### config.mk
export PLATFORM = sky130hd
export DESIGN_NAME = afe_control
export DESIGN_NICKNAME = d
export VERILOG_FILES = /design/src/hw/afe_pkg.sv /design/src/hw/afe_coder.sv /design/src/hw/afe_control.sv
export SDC_FILE = /design/constraint.sdc
export NUM_CORES = 1
export LEC_CHECK = 0
export ABC_AREA = 1
export BUFFER_PORTS_ARGS = -buffer_cell sky130_fd_sc_hd__buf_2
export CAP_MARGIN = 0
export CORE_AREA = 3 3 92 85
export CTS_CLUSTER_DIAMETER = 80
export DETAILED_ROUTE_END_ITERATION = 16
export DIE_AREA = 0 0 95 88
export PLACE_DENSITY = 0.87
export SYNTH_ARGS = -nofsm -noshare
export SYNTH_HDL_FRONTEND = slang
export SYNTH_SLANG_ARGS = --single-unit
export TNS_END_PERCENT = 30
### constraint.sdc
create_clock -name mclk -period 2.5 [get_ports mclk]
set_clock_uncertainty 0.15 [all_clocks]
set_input_delay 0.25 -clock mclk [delete_from_list [all_inputs] [get_ports mclk]]
set_output_delay 0.25 -clock mclk [all_outputs]
set_load 0.05 [all_outputs]
### src/hw/afe_pkg.sv
package afe_pkg;
    // Conversion widths
    localparam int PRIMARY_WIDTH = 24;
    localparam int AUX_WIDTH     = 16;
    localparam int RANGE_WIDTH   = 3;

    // Primary control fields
    localparam int PRI_RANGE_LSB   = 0;
    localparam int PRI_UNIPOLAR    = 5;
    localparam int PRI_EXT_REF     = 6;
    localparam logic [7:0] PRI_CONTROL_RESET = 8'h07;

    // Auxiliary control fields
    localparam int AUX_UNIPOLAR    = 5;
    localparam int AUX_EXT_REF     = 6;
    localparam logic [7:0] AUX_CONTROL_RESET = 8'h00;

    // Current source control fields
    localparam int EXC_A_EN        = 0;
    localparam int EXC_B_EN        = 1;
    localparam int EXC_COMBINE     = 2;
    localparam int EXC_COMBINE_PIN = 3;
    localparam int BURNOUT_EN      = 6;
    localparam logic [7:0] CURRENT_CONTROL_RESET = 8'h00;

    // Status register layout
    localparam int STAT_PRI_DONE   = 7;
    localparam int STAT_AUX_DONE   = 6;
    localparam int STAT_NO_REF     = 4;
    localparam int STAT_PRI_ERR    = 3;
    localparam int STAT_AUX_ERR    = 2;

    // Nominal reference and range values in millivolts, source currents in nA and uA
    localparam int EXT_REF_MV      = 2500;
    localparam int INT_REF_MV      = 1250;
    localparam int MIN_REF_MV      = 300;
    localparam int BASE_RANGE_MV   = 20;
    localparam int BURNOUT_NA      = 100;
    localparam int EXC_UA          = 200;

    typedef enum logic [2:0] {
        AFE_IDLE = 3'b001,
        AFE_CONV = 3'b010,
        AFE_CAL  = 3'b100
    } afe_state_e;
endpackage

### src/hw/afe_coder.sv
`timescale 1ns/1ps
// Turns a signed filter result into the output code for one converter
module afe_coder #(
    parameter int W = 24
) (
    input  wire logic [W-1:0] raw,
    input  wire logic         unipolar,
    input  wire logic         no_ref,
    output logic      [W-1:0] code
);
    always_comb
    begin
        if (no_ref)
        begin
            code = {W{1'b1}};
        end
        else if (unipolar)
        begin
            // Negative excursions clamp to zero in straight binary
            code = raw[W-1] ? '0 : {raw[W-2:0], 1'b0};
            // Doubling leaves the LSB clear, so only the top positive value saturates
            if (!raw[W-1] && (&raw[W-2:0]))
            begin
                code = {W{1'b1}};
            end
        end
        else
        begin
            code = {~raw[W-1], raw[W-2:0]};
        end
    end
endmodule

### src/hw/afe_control.sv
`timescale 1ns/1ps
module afe_control (
    input  wire logic                                mclk,
    input  wire logic                                reset,
    // Register contents written by software, plus the status read strobe
    input  wire logic [7:0]                          primary_conv_control,
    input  wire logic [7:0]                          aux_conv_control,
    input  wire logic [7:0]                          current_source_control,
    input  wire logic                                status_read,
    // Converter sequencing from the modulator side
    input  wire logic                                pri_start,
    input  wire logic                                aux_start,
    input  wire logic                                pri_cal,
    input  wire logic                                aux_cal,
    input  wire logic                                pri_result_valid,
    input  wire logic [afe_pkg::PRIMARY_WIDTH-1:0]   pri_raw,
    input  wire logic                                aux_result_valid,
    input  wire logic [afe_pkg::AUX_WIDTH-1:0]       aux_raw,
    // Reference detector comparators (asynchronous)
    input  wire logic                                ref_below_min,
    input  wire logic                                reference_pin_pos_open,
    input  wire logic                                reference_pin_neg_open,
    // Analog controls
    output logic [afe_pkg::RANGE_WIDTH-1:0]          pri_gain_range,
    output logic                                     pri_ref_external,
    output logic                                     aux_ref_external,
    output logic                                     burnout_source_on,
    output logic                                     burnout_sink_on,
    output logic [1:0]                               excitation_out_a,
    output logic [1:0]                               excitation_out_b,
    // Results
    output logic [afe_pkg::PRIMARY_WIDTH-1:0]        pri_data,
    output logic [afe_pkg::AUX_WIDTH-1:0]            aux_data,
    output logic                                     pri_cal_write,
    output logic                                     aux_cal_write,
    output logic [7:0]                               conv_status_register,
    output logic                                     no_reference_flag,
    output logic                                     primary_cal_error,
    output logic                                     aux_cal_error,
    output logic [1:0]                               conversion_done_flags
);
    logic [2:0] ref_sync1;
    logic [2:0] ref_sync2;
    logic       pri_busy_cal;
    logic       aux_busy_cal;
    logic       pri_cal_bad;
    logic       aux_cal_bad;
    logic       pri_unipolar;
    logic       aux_unipolar;
    logic [afe_pkg::PRIMARY_WIDTH-1:0] pri_code;
    logic [afe_pkg::AUX_WIDTH-1:0]     aux_code;

    // Detector outputs are analog and asynchronous to mclk
    always_ff @(posedge mclk or posedge reset)
    begin
        if (reset)
        begin
            ref_sync1 <= 3'h0;
            ref_sync2 <= 3'h0;
        end
        else
        begin
            ref_sync1 <= {ref_below_min, reference_pin_pos_open, reference_pin_neg_open};
            ref_sync2 <= ref_sync1;
        end
    end

    // Flag follows the detector, so it clears once a valid reference returns
    always_ff @(posedge mclk or posedge reset)
    begin
        if (reset)
        begin
            no_reference_flag <= 1'b0;
        end
        else
        begin
            no_reference_flag <= |ref_sync2;
        end
    end

    // Settings latched at conversion start so mid-conversion writes wait
    always_ff @(posedge mclk or posedge reset)
    begin
        if (reset)
        begin
            pri_gain_range   <= afe_pkg::PRI_CONTROL_RESET[afe_pkg::PRI_RANGE_LSB +: 3];
            pri_unipolar     <= 1'b0;
            pri_ref_external <= 1'b0;
        end
        else if (pri_start || pri_cal)
        begin
            pri_gain_range   <= primary_conv_control[afe_pkg::PRI_RANGE_LSB +: 3];
            pri_unipolar     <= primary_conv_control[afe_pkg::PRI_UNIPOLAR];
            pri_ref_external <= primary_conv_control[afe_pkg::PRI_EXT_REF];
        end
    end

    // Auxiliary has no range field: span fixed by the reference, unipolar or bipolar by AUX_UNIPOLAR
    always_ff @(posedge mclk or posedge reset)
    begin
        if (reset)
        begin
            aux_unipolar     <= 1'b0;
            aux_ref_external <= 1'b0;
        end
        else if (aux_start || aux_cal)
        begin
            aux_unipolar     <= aux_conv_control[afe_pkg::AUX_UNIPOLAR];
            aux_ref_external <= aux_conv_control[afe_pkg::AUX_EXT_REF];
        end
    end

    // Current sources follow the register directly
    always_ff @(posedge mclk or posedge reset)
    begin
        if (reset)
        begin
            burnout_source_on <= 1'b0;
            burnout_sink_on   <= 1'b0;
            excitation_out_a  <= 2'h0;
            excitation_out_b  <= 2'h0;
        end
        else
        begin
            burnout_source_on <= current_source_control[afe_pkg::BURNOUT_EN];
            burnout_sink_on   <= current_source_control[afe_pkg::BURNOUT_EN];
            if (current_source_control[afe_pkg::EXC_COMBINE])
            begin
                // Both sources steered to the one chosen pin, count 2 = 400 uA
                excitation_out_a <= current_source_control[afe_pkg::EXC_COMBINE_PIN]
                                    ? 2'h0 : 2'h2;
                excitation_out_b <= current_source_control[afe_pkg::EXC_COMBINE_PIN]
                                    ? 2'h2 : 2'h0;
            end
            else
            begin
                excitation_out_a <= {1'b0, current_source_control[afe_pkg::EXC_A_EN]};
                excitation_out_b <= {1'b0, current_source_control[afe_pkg::EXC_B_EN]};
            end
        end
    end

    afe_coder #(.W(afe_pkg::PRIMARY_WIDTH)) u_pri_coder (
        .raw      (pri_raw),
        .unipolar (pri_unipolar),
        .no_ref   (no_reference_flag),
        .code     (pri_code)
    );

    afe_coder #(.W(afe_pkg::AUX_WIDTH)) u_aux_coder (
        .raw      (aux_raw),
        .unipolar (aux_unipolar),
        .no_ref   (no_reference_flag),
        .code     (aux_code)
    );

    // Calibration tracking: any missing-reference cycle spoils the run
    always_ff @(posedge mclk or posedge reset)
    begin
        if (reset)
        begin
            pri_busy_cal <= 1'b0;
            pri_cal_bad  <= 1'b0;
            aux_busy_cal <= 1'b0;
            aux_cal_bad  <= 1'b0;
        end
        else
        begin
            if (pri_cal)
            begin
                pri_busy_cal <= 1'b1;
                pri_cal_bad  <= no_reference_flag;
            end
            else if (pri_result_valid)
            begin
                pri_busy_cal <= 1'b0;
            end
            else if (pri_busy_cal && no_reference_flag)
            begin
                pri_cal_bad <= 1'b1;
            end
            if (aux_cal)
            begin
                aux_busy_cal <= 1'b1;
                aux_cal_bad  <= no_reference_flag;
            end
            else if (aux_result_valid)
            begin
                aux_busy_cal <= 1'b0;
            end
            else if (aux_busy_cal && no_reference_flag)
            begin
                aux_cal_bad <= 1'b1;
            end
        end
    end

    // Results, calibration writes, ready and error flags
    always_ff @(posedge mclk or posedge reset)
    begin
        if (reset)
        begin
            pri_data              <= '0;
            aux_data              <= '0;
            pri_cal_write         <= 1'b0;
            aux_cal_write         <= 1'b0;
            primary_cal_error     <= 1'b0;
            aux_cal_error         <= 1'b0;
            conversion_done_flags <= 2'h0;
        end
        else
        begin
            pri_cal_write <= 1'b0;
            aux_cal_write <= 1'b0;
            // Reading the status clears ready and error; a new event wins
            if (status_read)
            begin
                conversion_done_flags <= 2'h0;
                primary_cal_error     <= 1'b0;
                aux_cal_error         <= 1'b0;
            end
            if (pri_result_valid)
            begin
                conversion_done_flags[1] <= 1'b1;
                if (!pri_busy_cal)
                begin
                    pri_data <= pri_code;
                end
                else if (pri_cal_bad || no_reference_flag)
                begin
                    primary_cal_error <= 1'b1;
                end
                else
                begin
                    pri_cal_write <= 1'b1;
                end
            end
            if (aux_result_valid)
            begin
                conversion_done_flags[0] <= 1'b1;
                if (!aux_busy_cal)
                begin
                    aux_data <= aux_code;
                end
                else if (aux_cal_bad || no_reference_flag)
                begin
                    aux_cal_error <= 1'b1;
                end
                else
                begin
                    aux_cal_write <= 1'b1;
                end
            end
        end
    end

    always_comb
    begin
        conv_status_register = 8'h00;
        conv_status_register[afe_pkg::STAT_PRI_DONE] = conversion_done_flags[1];
        conv_status_register[afe_pkg::STAT_AUX_DONE] = conversion_done_flags[0];
        conv_status_register[afe_pkg::STAT_NO_REF]   = no_reference_flag;
        conv_status_register[afe_pkg::STAT_PRI_ERR]  = primary_cal_error;
        conv_status_register[afe_pkg::STAT_AUX_ERR]  = aux_cal_error;
    end
endmodule

Word level (Yosys, flattened, before mapping)
Index checks and enable logic that the tools add are counted.

Equal/unequal tests: 2. Mux-type cells: 39. Bitwise logic cells: 4. Reductions and logical operators: 23.

Operator list (count): two-way mux 24 bit (4); two-way mux 16 bit (4); two-way mux 1 bit (26); AND reduction 23 bit (1); AND reduction 15 bit (1); nonzero test 2 bit (6); two-way mux 2 bit (5); AND reduction 2 bit (4); logical AND 1 bit (4); logical OR 1 bit (4); inequality test 2 bit (second input constant) (2); NOT 1 bit (4); OR reduction 3 bit (1); logical NOT 1 bit (2).

Register bits after elaboration: 69. Input bits: 76. Output and inout bits: 66. Word-level logic and storage cells: 91.

Longest topological paths before layout
Gate-level depths: netlist (run 1).

Depth in word-level cells: 5. Depth in mapped cells: 7. Depth with buffers taken out: 6.

By module
From an unflattened synthesis (run 1), not the netlist that was laid out.

Cells, all modules: 422. Area total of the unflattened synthesis: 3497.1 um^2.

By module, submodules not included: afe_control (times used 1, cells an instance 281, area each 2698.8 um^2, sequential area each 1730.4 um^2); afe_coder (u_pri_coder) (times used 1, cells an instance 80, area each 419.2 um^2, sequential area each 0.0 um^2); afe_coder (u_aux_coder) (times used 1, cells an instance 61, area each 379.1 um^2, sequential area each 0.0 um^2).

Worst setup path before layout (run 1)
OpenSTA, ideal clock, no wires.

Kind: flip-flop to flip-flop. Start: register no_reference_flag. End: register aux_data[4] in the netlist's numbering. Library setup time: 0.122 ns. Data arrival time: 1.312 ns. Data required time: 2.228 ns. Setup slack: 0.916 ns. Cell stages (with the launch flop): 6. Buffers on the path: 2. Clock period less this slack: 1.584 ns. Path through: dfrtp_1 > or2_1 > buf_6 > buf_8 > a21oi_2 > a21oi_1.

Longest elaborated chain between the ends: 1.

RTL lines: start, declared (RTL line afe_control.sv:37) `output logic no_reference_flag,`; start signal, assigned (RTL line afe_control.sv:77) `no_reference_flag <= |ref_sync2;`; two-way mux 16 bit (RTL line afe_coder.sv:13) `if (no_ref)`; end signal, assigned (RTL line afe_control.sv:243) `aux_data <= aux_code;`; end, declared (RTL line afe_control.sv:33) `output logic [afe_pkg::AUX_WIDTH-1:0] aux_data,`.

No other way between the ends. A chain may end at the register's enable or synchronous reset.

Final worst setup path (run 1)
Start: input aux_result_valid. End: register aux_data[12] in the netlist's numbering.

Longest elaborated chain between the ends: 1.

RTL lines: start, declared (RTL line afe_control.sv:17) `input wire logic aux_result_valid,`; AND reduction 2 bit (no line).

No other way between the ends.

==> results of run 1 <==
## power by group
| group | switching, uW | total, uW | internal (uW) |
|---|---|---|---|
| combinational | 502 | 675 | 173 |
| clock | 407 | 816 | 410 |
| sequential | 43.6 | 1250 | 1200 |
## layout by cell type (no fill, tap or decap), types with 9 or more instances in the layout
master | synthesis | routed
a31oi_1 | 22 | 22
nor2_1 | 60 | 60
a21oi_1 | 40 | 40
dlygate4sd3_1 | 0 | 17
nand2_1 | 78 | 78
a21oi_2 | 9 | 9
clkbuf_8 | 0 | 11
buf_2 | 7 | 126
dfrtp_1 | 66 | 66
inv_1 | 17 | 16
## metal layers
layer  GRT usage, %  wire [microns]
met1           24.7            3260
met2           32.6            4010
met3           3.26             420
met4           11.4             244
met5              0               0
## kinds of logic (layout without fill, tap and decap cells)
| logic type | count (synthesis) | after routing | share of synthesized area, % |
|---|---|---|---|
| buffers and inverters | 44 | 184 | 7.87 |
| AO/OA/AOI/OAI | 80 | 80 | 15.6 |
| flip-flops | 69 | 69 | 56.1 |
| multiplexers | 5 | 5 | 1.82 |
| other | 1 | 4 | 0.122 |
| AND/OR/NAND/NOR | 147 | 147 | 18.5 |
## final cells by class
class,count,area [sq um],area share [%]
diodes,1,2.50,0.0616
clock buffers,12,155,3.82
clock inverters,4,22.5,0.555
inverters,20,76.3,1.88
multi-input cells,235,1120,27.6
flip-flops and latches,69,1730,42.6
well taps,93,116,2.87
repair buffers,148,838,20.6
## worst max path at each step
stage / from / end / slack [ns] / depth (start not counted)
after global placement: aux_busy_cal / aux_data[14] / 0.99 / 5
after CTS: aux_result_valid / aux_data[12] / 0.75 / 6
after floorplan: reset / aux_busy_cal / 0.37 / 1
after global routing: aux_result_valid / aux_data[13] / 0.61 / 6
after detailed placement: aux_busy_cal / aux_data[12] / 0.92 / 5
final: aux_result_valid / aux_data[12] / 0.74 / 6
## through the flow
stage	power (uW)	cell area (sq um)
after floorplan	1740	3090
after global placement	1900	3710
after detailed placement	1920	3710
after CTS	2760	4060
after global routing	2880	4060
final	2740	4060
## registers in the layout (all words and copies together), names as in the netlist, 2 cells and up
name,flops
pri_data,24
conversion_done_flags,2
ref_sync2,3
aux_data,16
ref_sync1,3
excitation_out_b,2
excitation_out_a,2
pri_gain_range,3
==> flow_metrics.env, run 1 <==
export IMPL_status="finished clean"
export IMPL_initial_core_util_pct=44.1
export IMPL_hold_buffers=17
export IMPL_r2r_end="aux_data[12]"
export IMPL_synthArstFlopShare_pct=100
export IMPL_crit_family="buffers and inverters"
export IMPL_timing_hold_ws_ns=0.00812
export IMPL_fin_tns_setup_ns=0
export IMPL_crit_path_max_fanout=16
export IMPL_grt_max_degree=39
export IMPL_htree_levels=3
export IMPL_fmax_mhz=568
export IMPL_critical_path_required_ns=2.61
export IMPL_rsz0062_at_grt="false"
export IMPL_drv_slew=0
export IMPL_path_clk_slew_ns=0.07
export IMPL_fin_ws_ns=0.738
export IMPL_yosysTopAreaCell="dfrtp_1"
export IMPL_ys_flop_type="dfrtp_1"
export IMPL_die_y_microns=88
export IMPL_area_growth_pct=31.6
export IMPL_post_route_cells_drive_above_1_share_pct=34.8
export IMPL_ys_seq_area_share_pct=56.1
export IMPL_cts_setup_buffers=0
export IMPL_stdcell_count=582
export IMPL_synth_edf_count=0
export IMPL_cp_num_buf_inv=2
export IMPL_port_buffers=126
export IMPL_avgSynthCellArea_sq_um=8.92
export IMPL_synth_area_leaders="dfrtp_1 54%, nand2_1 9.5%, nor2_1 7.3%"
export IMPL_hold_path_class="in -> reg"
export IMPL_report_final_hold_viol_count=0
export IMPL_crit_top_cell="a21oi_1"
export IMPL_track_usage_pct=19.8
export IMPL_crit_type="in -> reg"
export IMPL_path_cells="dlygate4sd3_1, buf_2, nand2_1, or2_1, a21oi_1, a21oi_1"
export IMPL_placementRows=29
export IMPL_min_period_ns=1.76
export IMPL_synthMostInstantiatedCell="nand2_1"
export IMPL_die_width_microns=95
export IMPL_yosysWarnings=0
export IMPL_max_stage_delay_ns=0.58
export IMPL_drt_iter0_markers=200
export IMPL_synth_top_area_share_pct=53.5
export IMPL_max_cap_viol_count=0
export IMPL_holdPathEnd="pri_cal_bad"
export IMPL_vias=2890
export IMPL_antenna_found_initial=1
export IMPL_reg2reg_setup_slack_ns=0.92
export IMPL_finalNetCount=559
export IMPL_ir_drop_mv=0.372
export IMPL_fin_crit_sh_pct=70.5
export IMPL_cp_arrival_ns=1.87
export IMPL_avgRoutedWirePerCell_microns=13.6
export IMPL_power_density_nw_per_um2=674
export IMPL_dr_pass1_iters=4
export IMPL_gr_total_overflow=0
export IMPL_endpoint_kind="flop"
export IMPL_route_detailed_drc=0
export IMPL_power_leakage_uw=0.00186
export IMPL_fin_util_pct=58.0
export IMPL_drt_total_wl_microns=7940
export IMPL_r2r_cells=5
export IMPL_cp_slowest_cell="or2_1"
export IMPL_syn_area_sq_um=3090
export IMPL_hpwl_microns=5700
export IMPL_clk_path_buf_depth=2
export IMPL_ys_ff_latch=69
export IMPL_dieArea_sq_um=8360
export IMPL_num_fill_cells=638
export IMPL_cts_resized=0
export IMPL_synth_cells=346
export IMPL_antenna_left=0
export IMPL_dpl_cell_count=548
export IMPL_crit_reg2reg_launch="aux_busy_cal"
export IMPL_via_per_inst=4.97
export IMPL_yosys_top_cells_count="78 x nand2_1, 66 x dfrtp_1, 60 x nor2_1"
export IMPL_finalWeightedCongestion=0.839
export IMPL_ios=142
export IMPL_clock_latency_ns=0.33
export IMPL_synth_cell_types=27
export IMPL_grt_pass1_vias=2846
export IMPL_startpoint_type="input pin"
export IMPL_hold_start="pri_cal"
export IMPL_finalSetupViolations=0
export IMPL_slew_headroom_pct=51.8
export IMPL_cts_buffers=9
export IMPL_worst_slew_pin_slew_ns=0.723
export IMPL_dpl_worst_slack_ns=0.918
export IMPL_core_sq_um=7000
export IMPL_grt_pass1_wl_microns=12900
export IMPL_root_buffer="clkbuf_8"
export IMPL_cts_sinks=69
export IMPL_cts_tree="built"
export IMPL_hold_depth=2
(Power assumes the default switching activity.)
==> inputs of run 2 (changes only) <==
- CORE_AREA: 3 3 92 85 -> 3 3 95 88
- DIE_AREA: 0 0 95 88 -> 0 0 98 91
- PLACE_DENSITY: 0.87 -> 0.85
- clock period: 2.5 -> 1.6 ns (I/O delays scaled with it)
==> flow_metrics.env, run 2 (same netlist as run 1, synthesis figures left out) <==
export IMPL_status="finished clean"
export IMPL_die_width_microns=98
export IMPL_path_cells="dlygate4sd3_1, buf_2, nor2_1, mux2_2"
export IMPL_finalSetupViolations=0
export IMPL_grt_pass1_vias=3184
export IMPL_cts_buffers=9
export IMPL_max_stage_delay_ns=0.55
export IMPL_r2r_cells=5
export IMPL_startpoint_type="input pin"
export IMPL_hpwl_microns=5980
export IMPL_root_buffer="clkbuf_8"
export IMPL_report_final_hold_viol_count=0
export IMPL_antenna_found_initial=0
export IMPL_switchingPower_uw=1590
export IMPL_path_clk_slew_ns=0.08
export IMPL_fin_ws_ns=0.0566
export IMPL_crit_type="in -> reg"
export IMPL_cp_num_buf_inv=2
export IMPL_cp_slowest_cell="dlygate4sd3_1"
export IMPL_clock_latency_ns=0.34
export IMPL_layout_common_cells="124 x buf_2, 78 x nand2_1, 66 x dfrtp_1, 64 x dlygate4sd3_1, 60 x nor2_1"
export IMPL_grt_max_degree=38
export IMPL_ir_drop_mv=0.789
export IMPL_dpl_worst_slack_ns=0.0485
export IMPL_area_growth_pct=49.1
export IMPL_fin_crit_sh_pct=96.5
export IMPL_core_sq_um=7470
export IMPL_dieArea_sq_um=8920
export IMPL_placementRows=30
export IMPL_htree_levels=3
export IMPL_largest_register="pri_data"
export IMPL_cp_depth=4
export IMPL_power_density_nw_per_um2=957
export IMPL_power_leakage_uw=0.00207
export IMPL_clk_path_buf_depth=2
export IMPL_rsz0062_at_grt="false"
export IMPL_fmax_mhz=648
export IMPL_hold_path_class="in -> reg"
export IMPL_crit_path_max_fanout=6
export IMPL_final_area_sq_um=4600
export IMPL_drt_iter0_markers=230
export IMPL_crit_family="buffers and inverters"
export IMPL_grt_pass1_wl_microns=15200
export IMPL_gr_total_overflow=0
export IMPL_reg_largest_list="pri_data x24, aux_data x16"
export IMPL_die_y_microns=91
export IMPL_critical_path_required_ns=1.68
export IMPL_switching_share_pct=36.1
export IMPL_finalWeightedCongestion=0.853
export IMPL_dpl_cell_area_sq_um=3770
export IMPL_vias=3165
export IMPL_finalNetCount=611
export IMPL_met2WireLength_microns=4940
export IMPL_drv_slew=0
export IMPL_drt_total_wl_microns=9490
export IMPL_largest_register_ffs=24
export IMPL_avgRoutedWirePerCell_microns=14.9
export IMPL_power_frac_seq_pct=44.3
export IMPL_via_per_inst=4.97
export IMPL_met3_length_microns=498
export IMPL_hold_depth=4
export IMPL_top_layer_used="met4"
export IMPL_post_route_cells_drive_above_1_share_pct=32.8
export IMPL_wl_met1_microns=3700
export IMPL_cts_setup_buffers=0
export IMPL_ios=142
export IMPL_worst_slew_pin_slew_ns=0.556
export IMPL_layout_cells_most_common="buf_2"
export IMPL_antenna_left=0
export IMPL_max_cap_viol_count=0
export IMPL_cts_sinks=69
export IMPL_power_frac_clock_pct=28.9
export IMPL_fin_tns_setup_ns=0
export IMPL_dr_pass1_iters=5
export IMPL_track_usage_pct=20.9
export IMPL_pwr_share_comb_pct=26.8
export IMPL_slew_headroom_pct=62.9
export IMPL_internal_power_uw=2810
export IMPL_endpoint_kind="flop"
export IMPL_min_period_ns=1.54
export IMPL_route_detailed_drc=0
export IMPL_port_buffers=126
export IMPL_cp_arrival_ns=1.62
export IMPL_cts_tree="built"
export IMPL_initial_core_util_pct=41.3
run 2: changes by cell type in the layout (fill, tap and decap cells not counted), sizes merged:
cell,change
clkinvlp,+3
dlygate4sd3,+47
buf,+3
clkinv,-1
run 2: per-stage QoR:
step | util [%] | hold slack (ns) | power (uW) | cells
finish | 61.6 | 0.0491 | 4400 | 637
global route | 61.5 | 0.0359 | 4610 | 636
CTS | 61.4 | 0.0344 | 4440 | 636
detailed placement | 50.5 | 0.122 | 3020 | 556
global placement | 50.5 | 0.119 | 3000 | 556
floorplan | - | 0.0414 | 2720 | 348
run 2: worst register-to-register path: stages (launching register included):
cell and delay, ns:
dfrtp_1 0.39, clkinv_2 0.07, nand2_1 0.07, inv_1 0.42
nor2_1 0.09, a21oi_1 0.16
run 2: final cells by class:
cell class                      instances  area, sq um
Antenna cell                            1         2.50
Clock buffer                           10          128
Clock inverter                          6         48.8
Fill cell                             630         2870
Inverter                               20         80.1
Multi-Input combinational cell        235         1120
Sequential cell                        69         1730
Tap cell                               96          120
Timing Repair Buffer                  200         1370
run 2: final timing paths:
path	startpoint	end	slack (ns)
max reg2reg	aux_busy_cal	aux_data[8]	0.16
min in group asynchronous	reset	excitation_out_b[1]	0.34
max	pri_cal	pri_ref_external	0.06
min reg2reg	ref_sync1[2]	ref_sync2[2]	0.21
min	pri_start	pri_unipolar	0.05
max in group asynchronous	reset	pri_data[13]	0.59
run 2: timing repair:
item                                    CTS  global route
hold buffers                             64             0
endpoints found under the setup margin    0            21
gates resized for setup                   0             6
hold endpoints to repair                128             0
run 2: power by group through the flow:
stage               registers [uW]  clock network, uW  logic [uW]
floorplan                     2370                  0         346
global placement              1970                  0        1030
detailed placement            1980                  0        1040
CTS                           1950               1330        1170
global route                  1970               1390        1260
finish                        1950               1270        1180
run 2: routing by layer:
| metal | vias to the layer above | global-route usage, % |
|---|---|---|
| li1 | 1500 | - |
| met3 | 36 | 3.84 |
| met1 | 1481 | 24.8 |
| met2 | 148 | 37.0 |
| met4 | 0 | 9.11 |
| met5 | - | 0 |
